<file path="src/verilog/pcs_pkg.sv">
// shared constants and carrier types for the program-flow and indirect-access block
package pcs_pkg;

  // widths
  localparam int PC_W        = 13;
  localparam int DATA_W      = 8;
  localparam int ADDR_W      = 8;
  localparam int EA_W        = 9;
  localparam int HIGH_W      = 5;
  localparam int TARGET_W    = 11;
  localparam int STACK_DEPTH = 8;
  localparam int STACK_PTR_W = 3;

  // register offsets on the software port
  localparam logic [ADDR_W-1:0] REG_INDIRECT = 8'h00;
  localparam logic [ADDR_W-1:0] REG_PC_LOW   = 8'h02;
  localparam logic [ADDR_W-1:0] REG_STATUS   = 8'h03;
  localparam logic [ADDR_W-1:0] REG_SEL_PTR  = 8'h04;
  localparam logic [ADDR_W-1:0] REG_PC_HIGH  = 8'h0A;

  // field positions
  localparam int BANK_BIT_POS  = 7;
  localparam int PAGE_HI_POS   = 4;
  localparam int PAGE_LO_POS   = 3;
  localparam int LOW_BYTE_HI   = 7;
  localparam int UPPER_LO_POS  = 8;

  // reset and step values
  localparam logic [PC_W-1:0]        PC_RESET    = 13'h0000;
  localparam logic [PC_W-1:0]        PC_STEP     = 13'h0001;
  localparam logic [PC_W-1:0]        IRQ_VECTOR  = 13'h0004;
  localparam logic [HIGH_W-1:0]      LATCH_RESET = 5'h00;
  localparam logic [DATA_W-1:0]      BYTE_ZERO   = 8'h00;
  localparam logic [STACK_PTR_W-1:0] PTR_STEP    = 3'h1;

  // where the next counter value comes from
  typedef enum logic [2:0] {
    PC_HOLD,
    PC_NEXT_SEQ,
    PC_LOW_WRITE,
    PC_BRANCH,
    PC_POP,
    PC_VECTOR
  } pc_src_e;

  // one instruction-level command from the execution logic
  typedef struct packed {
    logic                fetch;
    logic                jump;
    logic                call;
    logic                ret_plain;
    logic                ret_literal;
    logic                ret_interrupt;
    logic                irq_branch;
    logic [TARGET_W-1:0] target;
  } exec_cmd_s;

  // software register request
  typedef struct packed {
    logic              wr;
    logic              rd;
    logic [ADDR_W-1:0] addr;
    logic [DATA_W-1:0] wdata;
  } reg_req_s;

  // data memory write port
  typedef struct packed {
    logic              wr;
    logic [EA_W-1:0]   addr;
    logic [DATA_W-1:0] wdata;
  } mem_wr_s;

endpackage

</file>
<file path="src/verilog/return_stack.sv">
// circular return-address stack held in flip-flops
`timescale 1ns/100ps
`default_nettype none

module return_stack (
  // clock and reset
  input  wire logic                             clk_i,
  input  wire logic                             nrst_i,
  // push and pop
  input  wire logic                             push_i,
  input  wire logic                             pop_i,
  input  wire logic [pcs_pkg::PC_W-1:0]         push_data_i,
  output logic      [pcs_pkg::PC_W-1:0]         top_o,
  output logic                                  wrap_o
);

  typedef struct packed {
    logic [pcs_pkg::STACK_DEPTH-1:0][pcs_pkg::PC_W-1:0] entry;
    logic [pcs_pkg::STACK_PTR_W-1:0]                    ptr;
    logic                                               wrap;
  } stack_state_s;

  stack_state_s state_reg;
  stack_state_s state_next;

  // pointer is internal only: no path to the software port
  always_comb begin
    state_next = state_reg;
    if (push_i) begin
      // a full stack simply overwrites the oldest slot
      state_next.entry[state_reg.ptr] = push_data_i;
      state_next.ptr                  = state_reg.ptr + pcs_pkg::PTR_STEP;
      if (state_reg.ptr == '1) begin
        state_next.wrap = 1'b1;
      end
    end else if (pop_i) begin
      state_next.ptr = state_reg.ptr - pcs_pkg::PTR_STEP;
    end
  end

  always_ff @(posedge clk_i) begin
    if (!nrst_i) begin
      state_reg <= '0;
    end else begin
      state_reg <= state_next;
    end
  end

  // top entry is the slot just below the pointer
  assign top_o  = state_reg.entry[state_reg.ptr - pcs_pkg::PTR_STEP];
  assign wrap_o = state_reg.wrap;

endmodule

`default_nettype wire

</file>
<file path="src/verilog/indirect_access.sv">
// indirect data port: effective address, self-select guard, posted write
`timescale 1ns/100ps
`default_nettype none

module indirect_access (
  // clock and reset
  input  wire logic                          clk_i,
  input  wire logic                          nrst_i,
  // access through the indirect data port
  input  wire logic                          rd_i,
  input  wire logic                          wr_i,
  input  wire logic [pcs_pkg::DATA_W-1:0]    wdata_i,
  // pointer and bank
  input  wire logic [pcs_pkg::DATA_W-1:0]    sel_ptr_i,
  input  wire logic                          bank_i,
  // data memory
  input  wire logic [pcs_pkg::DATA_W-1:0]    mem_rdata_i,
  output pcs_pkg::mem_wr_s                   mem_wr_o,
  output logic      [pcs_pkg::DATA_W-1:0]    rdata_o
);

  typedef struct packed {
    pcs_pkg::mem_wr_s post;
  } ind_state_s;

  ind_state_s                   state_reg;
  ind_state_s                   state_next;
  logic [pcs_pkg::EA_W-1:0]     eff_addr;
  logic                         self_sel;

  // bank bit sits above the pointer
  assign eff_addr = {bank_i, sel_ptr_i};
  assign self_sel = (sel_ptr_i == pcs_pkg::REG_INDIRECT);

  // write is posted one cycle so memory sees a registered strobe
  always_comb begin
    state_next            = state_reg;
    state_next.post.wr    = 1'b0;
    if (wr_i && !self_sel) begin
      // pointer at the port itself stores nothing
      state_next.post.wr    = 1'b1;
      state_next.post.addr  = eff_addr;
      state_next.post.wdata = wdata_i;
    end
  end

  always_ff @(posedge clk_i) begin
    if (!nrst_i) begin
      state_reg <= '0;
    end else begin
      state_reg <= state_next;
    end
  end

  // bypass covers a read right behind a posted write to the same place
  always_comb begin
    rdata_o = mem_rdata_i;
    if (!rd_i || self_sel) begin
      rdata_o = pcs_pkg::BYTE_ZERO;
    end else if (state_reg.post.wr && state_reg.post.addr == eff_addr) begin
      rdata_o = state_reg.post.wdata;
    end
  end

  assign mem_wr_o = state_reg.post;

endmodule

`default_nettype wire

</file>
<file path="src/verilog/program_flow.sv">
// program counter, high latch, return stack and indirect addressing
//
// Contract
// 13-bit counter, low byte software read/write.
// upper five bits never software visible.
// any reset clears the whole counter.
// low-byte write loads upper bits from latch.
// call or jump takes top bits from latch.
// software carries into latch on table rollover.
// eight-entry, thirteen-bit return stack.
// stack and pointer hidden from software.
// push counter on call or interrupt branch.
// pop on any of three returns.
// push and pop leave latch untouched.
// stack wraps, overwriting oldest entry.
// indirect port accesses pointer-selected location.
// self-selected indirect read returns zero.
// self-selected indirect write stores nothing.
// nine-bit address: bank bit above pointer.
// call or jump low eleven bits from operand.
// otherwise counter steps by one per fetch.
`timescale 1ns/100ps
`default_nettype none

module program_flow (
  // clock and reset
  input  wire logic                          clk_i,
  input  wire logic                          nrst_i,
  // software register port
  input  wire logic [pcs_pkg::ADDR_W-1:0]    reg_addr_i,
  input  wire logic [pcs_pkg::DATA_W-1:0]    reg_wdata_i,
  input  wire logic                          reg_wr_i,
  input  wire logic                          reg_rd_i,
  output logic      [pcs_pkg::DATA_W-1:0]    reg_rdata_o,
  // commands from instruction execution
  input  wire pcs_pkg::exec_cmd_s            cmd_i,
  // program counter towards fetch
  output logic      [pcs_pkg::PC_W-1:0]      pc_o,
  output logic                               stack_wrap_o,
  // data memory for indirect access
  output logic      [pcs_pkg::EA_W-1:0]      mem_raddr_o,
  input  wire logic [pcs_pkg::DATA_W-1:0]    mem_rdata_i,
  output pcs_pkg::mem_wr_s                   mem_wr_o
);

  // all state of this level
  typedef struct packed {
    logic [pcs_pkg::PC_W-1:0]   pc;
    logic [pcs_pkg::HIGH_W-1:0] latch;
    logic [pcs_pkg::DATA_W-1:0] sel_ptr;
    logic                       bank;
    logic [pcs_pkg::DATA_W-1:0] rdata;
  } flow_state_s;

  flow_state_s                  state_reg;
  flow_state_s                  state_next;

  pcs_pkg::reg_req_s            req;
  pcs_pkg::pc_src_e             pc_src;

  // decoded register hits
  logic                         hit_indirect;
  logic                         hit_pc_low;
  logic                         hit_status;
  logic                         hit_sel_ptr;
  logic                         hit_pc_high;

  // command digest
  logic                         any_return;
  logic                         any_branch;
  logic                         do_push;
  logic                         do_pop;
  logic                         pc_low_wr;

  // values fed to the counter
  logic [pcs_pkg::PC_W-1:0]     pc_seq;
  logic [pcs_pkg::PC_W-1:0]     pc_branch;
  logic [pcs_pkg::PC_W-1:0]     pc_low_load;
  logic [pcs_pkg::PC_W-1:0]     stack_top;
  logic                         stack_wrap;

  // indirect unit link
  logic [pcs_pkg::DATA_W-1:0]   ind_rdata;
  logic                         ind_rd;
  logic                         ind_wr;
  logic [pcs_pkg::DATA_W-1:0]   rd_mux;

  assign req.wr    = reg_wr_i;
  assign req.rd    = reg_rd_i;
  assign req.addr  = reg_addr_i;
  assign req.wdata = reg_wdata_i;

  // ---- address decode ----
  assign hit_indirect = (req.addr == pcs_pkg::REG_INDIRECT);
  assign hit_pc_low   = (req.addr == pcs_pkg::REG_PC_LOW);
  assign hit_status   = (req.addr == pcs_pkg::REG_STATUS);
  assign hit_sel_ptr  = (req.addr == pcs_pkg::REG_SEL_PTR);
  assign hit_pc_high  = (req.addr == pcs_pkg::REG_PC_HIGH);

  assign ind_rd = req.rd && hit_indirect;
  assign ind_wr = req.wr && hit_indirect;

  // ---- command digest ----
  // all three return flavours behave alike here
  assign any_return = cmd_i.ret_plain || cmd_i.ret_literal || cmd_i.ret_interrupt;
  assign any_branch = cmd_i.jump || cmd_i.call;

  // the write that targets the counter low byte
  assign pc_low_wr = req.wr && hit_pc_low;

  // only one stack action per cycle; an interrupt branch beats a return
  assign do_push = cmd_i.irq_branch || (!any_return && cmd_i.call);
  assign do_pop  = !cmd_i.irq_branch && any_return;

  // ---- candidate counter values ----
  // wraps at the 13-bit boundary, as the hardware counter does
  assign pc_seq = state_reg.pc + pcs_pkg::PC_STEP;

  // top two bits from the latch, eleven from the operand
  assign pc_branch = {state_reg.latch[pcs_pkg::PAGE_HI_POS:pcs_pkg::PAGE_LO_POS],
                      cmd_i.target};

  // the low byte alone never carries into the latch
  assign pc_low_load = {state_reg.latch, req.wdata};

  // ---- counter source selection ----
  // priority: interrupt branch, return, call or jump, low-byte write, fetch
  always_comb begin
    pc_src = pcs_pkg::PC_HOLD;
    if (cmd_i.irq_branch) begin
      pc_src = pcs_pkg::PC_VECTOR;
    end else if (any_return) begin
      pc_src = pcs_pkg::PC_POP;
    end else if (any_branch) begin
      pc_src = pcs_pkg::PC_BRANCH;
    end else if (pc_low_wr) begin
      pc_src = pcs_pkg::PC_LOW_WRITE;
    end else if (cmd_i.fetch) begin
      pc_src = pcs_pkg::PC_NEXT_SEQ;
    end
  end

  // ---- read data mux ----
  // unmapped offsets and reserved bits read as zero
  always_comb begin
    rd_mux = pcs_pkg::BYTE_ZERO;
    if (hit_indirect) begin
      rd_mux = ind_rdata;
    end else if (hit_pc_low) begin
      rd_mux = state_reg.pc[pcs_pkg::LOW_BYTE_HI:0];
    end else if (hit_status) begin
      rd_mux[pcs_pkg::BANK_BIT_POS] = state_reg.bank;
    end else if (hit_sel_ptr) begin
      rd_mux = state_reg.sel_ptr;
    end else if (hit_pc_high) begin
      // this shows the latch, not the live upper counter bits
      rd_mux[pcs_pkg::HIGH_W-1:0] = state_reg.latch;
    end
  end

  // ---- next state ----
  always_comb begin
    state_next = state_reg;

    // read data stands only in the cycle after the strobe
    state_next.rdata = req.rd ? rd_mux : pcs_pkg::BYTE_ZERO;

    // latch is touched only by software writes, never by stack use
    if (req.wr && hit_pc_high) begin
      state_next.latch = req.wdata[pcs_pkg::HIGH_W-1:0];
    end
    if (req.wr && hit_sel_ptr) begin
      state_next.sel_ptr = req.wdata;
    end
    if (req.wr && hit_status) begin
      state_next.bank = req.wdata[pcs_pkg::BANK_BIT_POS];
    end

    // upper counter bits change only through latch-based loads, pops, the vector and fetch carries, never by direct write
    unique case (pc_src)
      pcs_pkg::PC_HOLD:      state_next.pc = state_reg.pc;
      pcs_pkg::PC_NEXT_SEQ:  state_next.pc = pc_seq;
      pcs_pkg::PC_LOW_WRITE: state_next.pc = pc_low_load;
      pcs_pkg::PC_BRANCH:    state_next.pc = pc_branch;
      pcs_pkg::PC_POP:       state_next.pc = stack_top;
      pcs_pkg::PC_VECTOR:    state_next.pc = pcs_pkg::IRQ_VECTOR;
      default:               state_next.pc = state_reg.pc;
    endcase
  end

  // ---- state register ----
  always_ff @(posedge clk_i) begin
    if (!nrst_i) begin
      state_reg       <= '0;
      state_reg.pc    <= pcs_pkg::PC_RESET;
      state_reg.latch <= pcs_pkg::LATCH_RESET;
    end else begin
      state_reg <= state_next;
    end
  end

  // ---- return stack ----
  // the current counter is already the return address
  return_stack u_stack (
    .clk_i       (clk_i),
    .nrst_i      (nrst_i),
    .push_i      (do_push),
    .pop_i       (do_pop),
    .push_data_i (state_reg.pc),
    .top_o       (stack_top),
    .wrap_o      (stack_wrap)
  );

  // ---- indirect data port ----
  indirect_access u_indirect (
    .clk_i       (clk_i),
    .nrst_i      (nrst_i),
    .rd_i        (ind_rd),
    .wr_i        (ind_wr),
    .wdata_i     (req.wdata),
    .sel_ptr_i   (state_reg.sel_ptr),
    .bank_i      (state_reg.bank),
    .mem_rdata_i (mem_rdata_i),
    .mem_wr_o    (mem_wr_o),
    .rdata_o     (ind_rdata)
  );

  // ---- outputs, all from flip-flops ----
  assign pc_o         = state_reg.pc;
  assign reg_rdata_o  = state_reg.rdata;
  assign stack_wrap_o = stack_wrap;
  assign mem_raddr_o  = {state_reg.bank, state_reg.sel_ptr};

endmodule

`default_nettype wire

</file>
<file path="config.mk">
export PLATFORM = sky130hd
export DESIGN_NAME = program_flow
export DESIGN_NICKNAME = d
export VERILOG_FILES = /design/src/verilog/pcs_pkg.sv /design/src/verilog/return_stack.sv /design/src/verilog/indirect_access.sv /design/src/verilog/program_flow.sv
export SDC_FILE = /design/constraint.sdc
export NUM_CORES = 1
export LEC_CHECK = 0
export BUFFER_PORTS_ARGS = -buffer_cell sky130_fd_sc_hd__buf_2
export CAP_MARGIN = 20
export CORE_UTILIZATION = 52
export DETAILED_ROUTE_END_ITERATION = 10
export PLACE_DENSITY = 0.76
export SYNTH_ARGS = -nofsm -noshare
export SYNTH_HDL_FRONTEND = slang
export SYNTH_SLANG_ARGS = --single-unit
</file>
<file path="constraint.sdc">
create_clock -name clk_i -period 2.7 [get_ports clk_i]
set_clock_uncertainty 0.15 [all_clocks]
set_input_delay 0.135 -clock clk_i [delete_from_list [all_inputs] [get_ports clk_i]]
set_output_delay 0.135 -clock clk_i [all_outputs]
set_load 0.02 [all_outputs]
</file>
# == Word-level counts from Yosys, hierarchy flattened ==
# Index checks and enable logic that the tools add are counted.
# word_totals
register_bits,161
in_bits,46
output_inout_bits,49
elab_cells,84
# classes
add_sub_neg,3
n_lt_le_gt_ge,3
n_eq_ne,11
n_mux,23
reduce_logical,26
# ops
cell,n
$bwmux W104,1
$pmux W13 S5,1
$bmux W13 S3,1
$demux W13 S3,1
$mux W8,4
$mux W13,2
$mux W18,1
$eq A8 B2 Y1 const B,2
$logic_not A8 Y1,2
$mux W3,5
$add A13 B1 Y13 const B,1
$logic_and A1 B1 Y1,11
$mux W5,2
$eq A3 B3 Y1 const B,3
$eq A9 B9 Y1,1
$eq A8 B3 Y1 const B,1
$eq A8 B4 Y1 const B,1
$lt A3 B4 Y1 const B,2
$mux W7,1
$eq A3 B2 Y1 const B,2
$logic_or A1 B1 Y1,5
$reduce_bool A5 Y1,1
$logic_not A1 Y1,4
$mux W2,2
other kinds (7),9

# == Depth between registers and ports, before layout ==
# logic_depth
word_depth,8
depth_mapped,10
depth_no_buf,7

# == Hierarchy ==
# A second synthesis with hierarchy kept.
# unflattened
cells_unflattened,999
hier_area_um2,8220.4
# by_module_without_submodules
module,instances,cells_per_inst,area_per_inst_um2,seq_area_each_um2
return_stack,1,635,5232.5,2162.1
program_flow,1,247,2029.4,700.7
indirect_access,1,117,958.4,360.3

# == Worst setup path before layout ==
# No wires, ideal clock.
# synth_timing
kind,reg2reg
startpoint,register u_stack.state_reg[2] (netlist bit)
endpoint,register state_reg (netlist bit pc_o[10])
arrival_ns,2.212
t_required_ns,2.426
setup_slack_ns,0.214
stages_incl_launch_ff,10
period_less_slack_ns,2.486
cell_sequence,dfxtp_1 > clkbuf_1 > clkinv_1 > ha_1 > buf_2 > buf_1 > mux4_2 > a22o_1 > a2bb2oi_1 > o21ai_1
# synth_between
elab_chain_cells,4
# synth_rtl
item,line,text
from (decl),return_stack.sv:23,stack_state_s state_reg;
from (signal assigned),return_stack.sv:45,state_reg <= state_next;
$sub A3 B1 Y3,return_stack.sv:50,assign top_o = state_reg.entry[state_reg.ptr - pcs_pkg::PTR_STEP];
$bmux W13 S3,return_stack.sv:50,
$mux W13 (not written as such),return_stack.sv:50,
$pmux W13 S5,program_flow.sv:180,unique case (pc_src)
to (signal assigned),program_flow.sv:198,state_reg <= state_next;
to (decl),program_flow.sv:55,flow_state_s state_reg;
# No other way between the ends. The select of a mux whose other input is x is not followed.
# A chain may end at the register's enable or synchronous reset.

# == Worst setup path in the final report ==
# layout_timing
startpoint,input reg_addr_i[0] (netlist bit)
endpoint,register state_reg (netlist bit reg_rdata_o[5])
# layout_between
elab_chain_cells,6
elab_cells_between_ends,12
# layout_rtl
item,line,text
from (decl),program_flow.sv:30,"input wire logic [pcs_pkg::ADDR_W-1:0] reg_addr_i,"
branches (longest 5 deep; another with $eq A8 B3 Y1),n/a,
$mux W8 *,program_flow.sv:147,if (hit_indirect) begin
# Mark *: on every way between the ends.

==> reports/metrics.cfg <==
[place]
io_buffers = 94
hpwl_mm = 13.0
placedCellCount = 1007
gp_congestion = 0.873
place_ws_ns = 0.241

[yosys]
yosys.area.top_type = dfxtp_1
synth-warning-count = 0
synthArstFlopShare_pct = 0
synth_edf_count = 0
syn_area_sq_um = 7410
synth_cells = 760
ys_seq_elements = 161
synthesis.nets = 810
yosysSeqAreaShare_pct = 43.5
synthTopCellsByArea = dfxtp_1 43%, mux2i_1 17%, mux4_2 7.9%
yosysMostFrequentCell = dfxtp_1
synthTopCellsByCount = 161 x dfxtp_1, 135 x nor2_1, 125 x mux2i_1, 54 x nand2_1
ys.flop_type = dfxtp_1
synth_area_per_cell_sq_um = 9.75
synth.top_cell.area_share_pct = 43.5
synth.distinct_cells = 52

[finish]
drive_above_1_share_pct = 22.7
largest_register_ffs = 107
fin_nets = 934
layout.cells.non_filler = 1077
antennaDiodeCount = 0
fill_cells = 1048
area_growth_syn_to_layout_pct = 23.1

[clocking]
clk_pin_slew_worst_paths_ns = 0.07
clk_latency_ns = 0.44
cts_hold_buf = 37
tritoncts = built
cts_sinks = 161
cts_root_buf = clkbuf_16
cts-buffers-inserted = 17
htreeDepth = 4
cts.path.max_buffers = 2
ctsResizeCount = 0
cts_setup_buffers = 0

[grt]
grt_max_degree = 76
grt_pass1_vias = 5878
antenna_found_initial = 0
grt_pass1_wl_mm = 31.2
grt_use_total_pct = 28.1
globalRouteOverflowTotal = 0

[timing]
tns_ns = 0
setup_ws_ns = 0.238
worst_hold_slack_ns = 0.0174
min_period_over_period_pct = 91.2
rsz0062_at_grt = false
setup_viol = 0
period_minus_slack_ns = 2.46
relSlewSlack_pct = 61.7
final_hold_viol_count = 0
final_max_slew_viol_count = 0
achievable-frequency_mhz = 406
tightestPinTransition_ns = 0.574

[power_and_ir_drop]
switching_share_pct = 23.8
peakVddDrop_mv = 0.504
power.share.combinational_pct = 9.5
p_clk_share_pct = 46.6
seqPwrFrac_pct = 43.9
power.switching_mw = 1.30
p_int_mw = 4.17
p_leak_nw = 4.25
finalPower_mw = 5.48
p_per_area_nw_per_um2 = 601

[critical_path]
slowest_delay_ns = 0.58
start_kind = input port
worstPathArrival_ns = 2.69
crit_type = in -> reg
critPathRequiredTime_ns = 2.93
worstPathMaxFanout = 6
crit_slowest_cell = dlygate4sd3_1
end_kind = flip-flop
crit_top_cell = dlygate4sd3_1
worstPathCellList = dlygate4sd3_1 -> buf_2 -> or3_1 -> buf_4 -> nor2_2 -> nand4_1 -> o22ai_1 -> dlygate4sd3_1

[detailed_routing]
drc = 0
antenna_left = 0
drt_wl_total_mm = 20.2
first_iter_violations = 627
drt_pre_antenna_iters = 6
viasPerCell = 5.76
wl_per_cell_um = 18.7
num_vias = 6202

[die]
die_y_um = 121
core_area_sq_um = 13900
row_count = 43
die_x_um = 121
die_area_sq_um = 14700
start_util_pct = 53.4
io_pins = 95

[run]
drv_cap = 0

[status]
status = completed

[min_path]
hold_class = in -> reg

cells by family (layout without fill, tap and decap cells):
group / after synthesis / count (layout) / share of synthesized area (%)
buffers and inverters: 67 / 204 / 3.90
flip-flops: 161 / 161 / 43.5
AO/OA/AOI/OAI: 96 / 96 / 8.46
adder cells (fa/ha/maj): 4 / 4 / 0.675
XOR/XNOR: 22 / 22 / 2.60
AND/OR/NAND/NOR: 252 / 252 / 15.0
multiplexers: 158 / 158 / 25.9
power groups by stage:
stage                     clock network [mW]  registers (mW)  logic [mW]
after floorplan                            0            2.45       0.303
after global placement                     0            2.46       0.471
after detailed placement                   0            2.46       0.475
after CTS                               2.57            2.41       0.513
after global routing                    2.67            2.41       0.551
final                                   2.55            2.41       0.521
area by class of cell:
cell class              count  area, sq um  share of cell area, %
inverters                   5         21.3                  0.233
flip-flops and latches    161         3220                   35.4
repair buffers            167         1120                   12.3
multi-input cells         532         3900                   42.7
well taps                 180          225                   2.47
clock inverters            14          189                   2.07
clock buffers              18          439                   4.82
critical path: cells and delay by family:
kind / cells / cell delay (ns)
AOI/OAI and AO/OA: 1 / 0.21
buffers and inverters: 4 / 1.46
and+or+nand+nor: 3 / 0.88
layer usage:
metal | part of all wire (%) | vias to the layer above | GRT usage (%)
met1 | 41 | 2936 | 34.2
met3 | 7.3 | 55 | 6.48
li1 | - | 2939 | -
met4 | 3.8 | 0 | 14.4
met2 | 48 | 272 | 46.3
met5 | 0 | - | 0
final timing paths:
check	startpoint	end	slack [ns]	depth (start not counted)
setup / recovery	reg_addr_i[0]	reg_rdata_o[5]	0.24	8
hold / removal	cmd_i[0]	pc_o[0]	0.02	4
setup reg to reg	u_stack.state_reg[2]	pc_o[6]	0.25	7
hold reg to reg	u_indirect.mem_wr_o[0]	u_indirect.mem_wr_o[0]	0.32	2
placed cells by master, fill, tap and decap left out, types with 3 or more instances in the layout:
master	Yosys	routed
dfxtp_1	161	160
and3_1	5	5
a22oi_1	8	8
ha_1	4	4
nand4_1	9	9
clkbuf_16	0	17
mux4_2	26	26
clkinvlp_4	0	3
a22o_1	9	9
nor3_1	9	9
o22ai_1	9	9
clkinv_2	0	4
bufinv_16	0	4
o21ai_0	10	10
o21ai_1	6	6
nor3_2	3	3
dlygate4sd3_1	0	37
mux2i_1	125	125
nand3_1	18	18
xor2_1	6	6
xnor2_1	16	16
a21oi_1	33	33
a221o_1	5	5
nor4_1	3	3
nor2_1	135	135
buf_2	18	94
or4_1	3	3
clkinv_4	0	3
or3_1	3	3
mux2_2	7	7
buf_4	4	35
nand2_1	54	54
metrics by stage:
stage	cell area, sq um	util [%]
final	9120	65.7
after global placement	8110	58.5
after CTS	9110	65.6
after detailed placement	8110	58.5
after floorplan	7410	-
after global routing	9120	65.7
No activity file was read; power rests on OpenSTA's default activity.
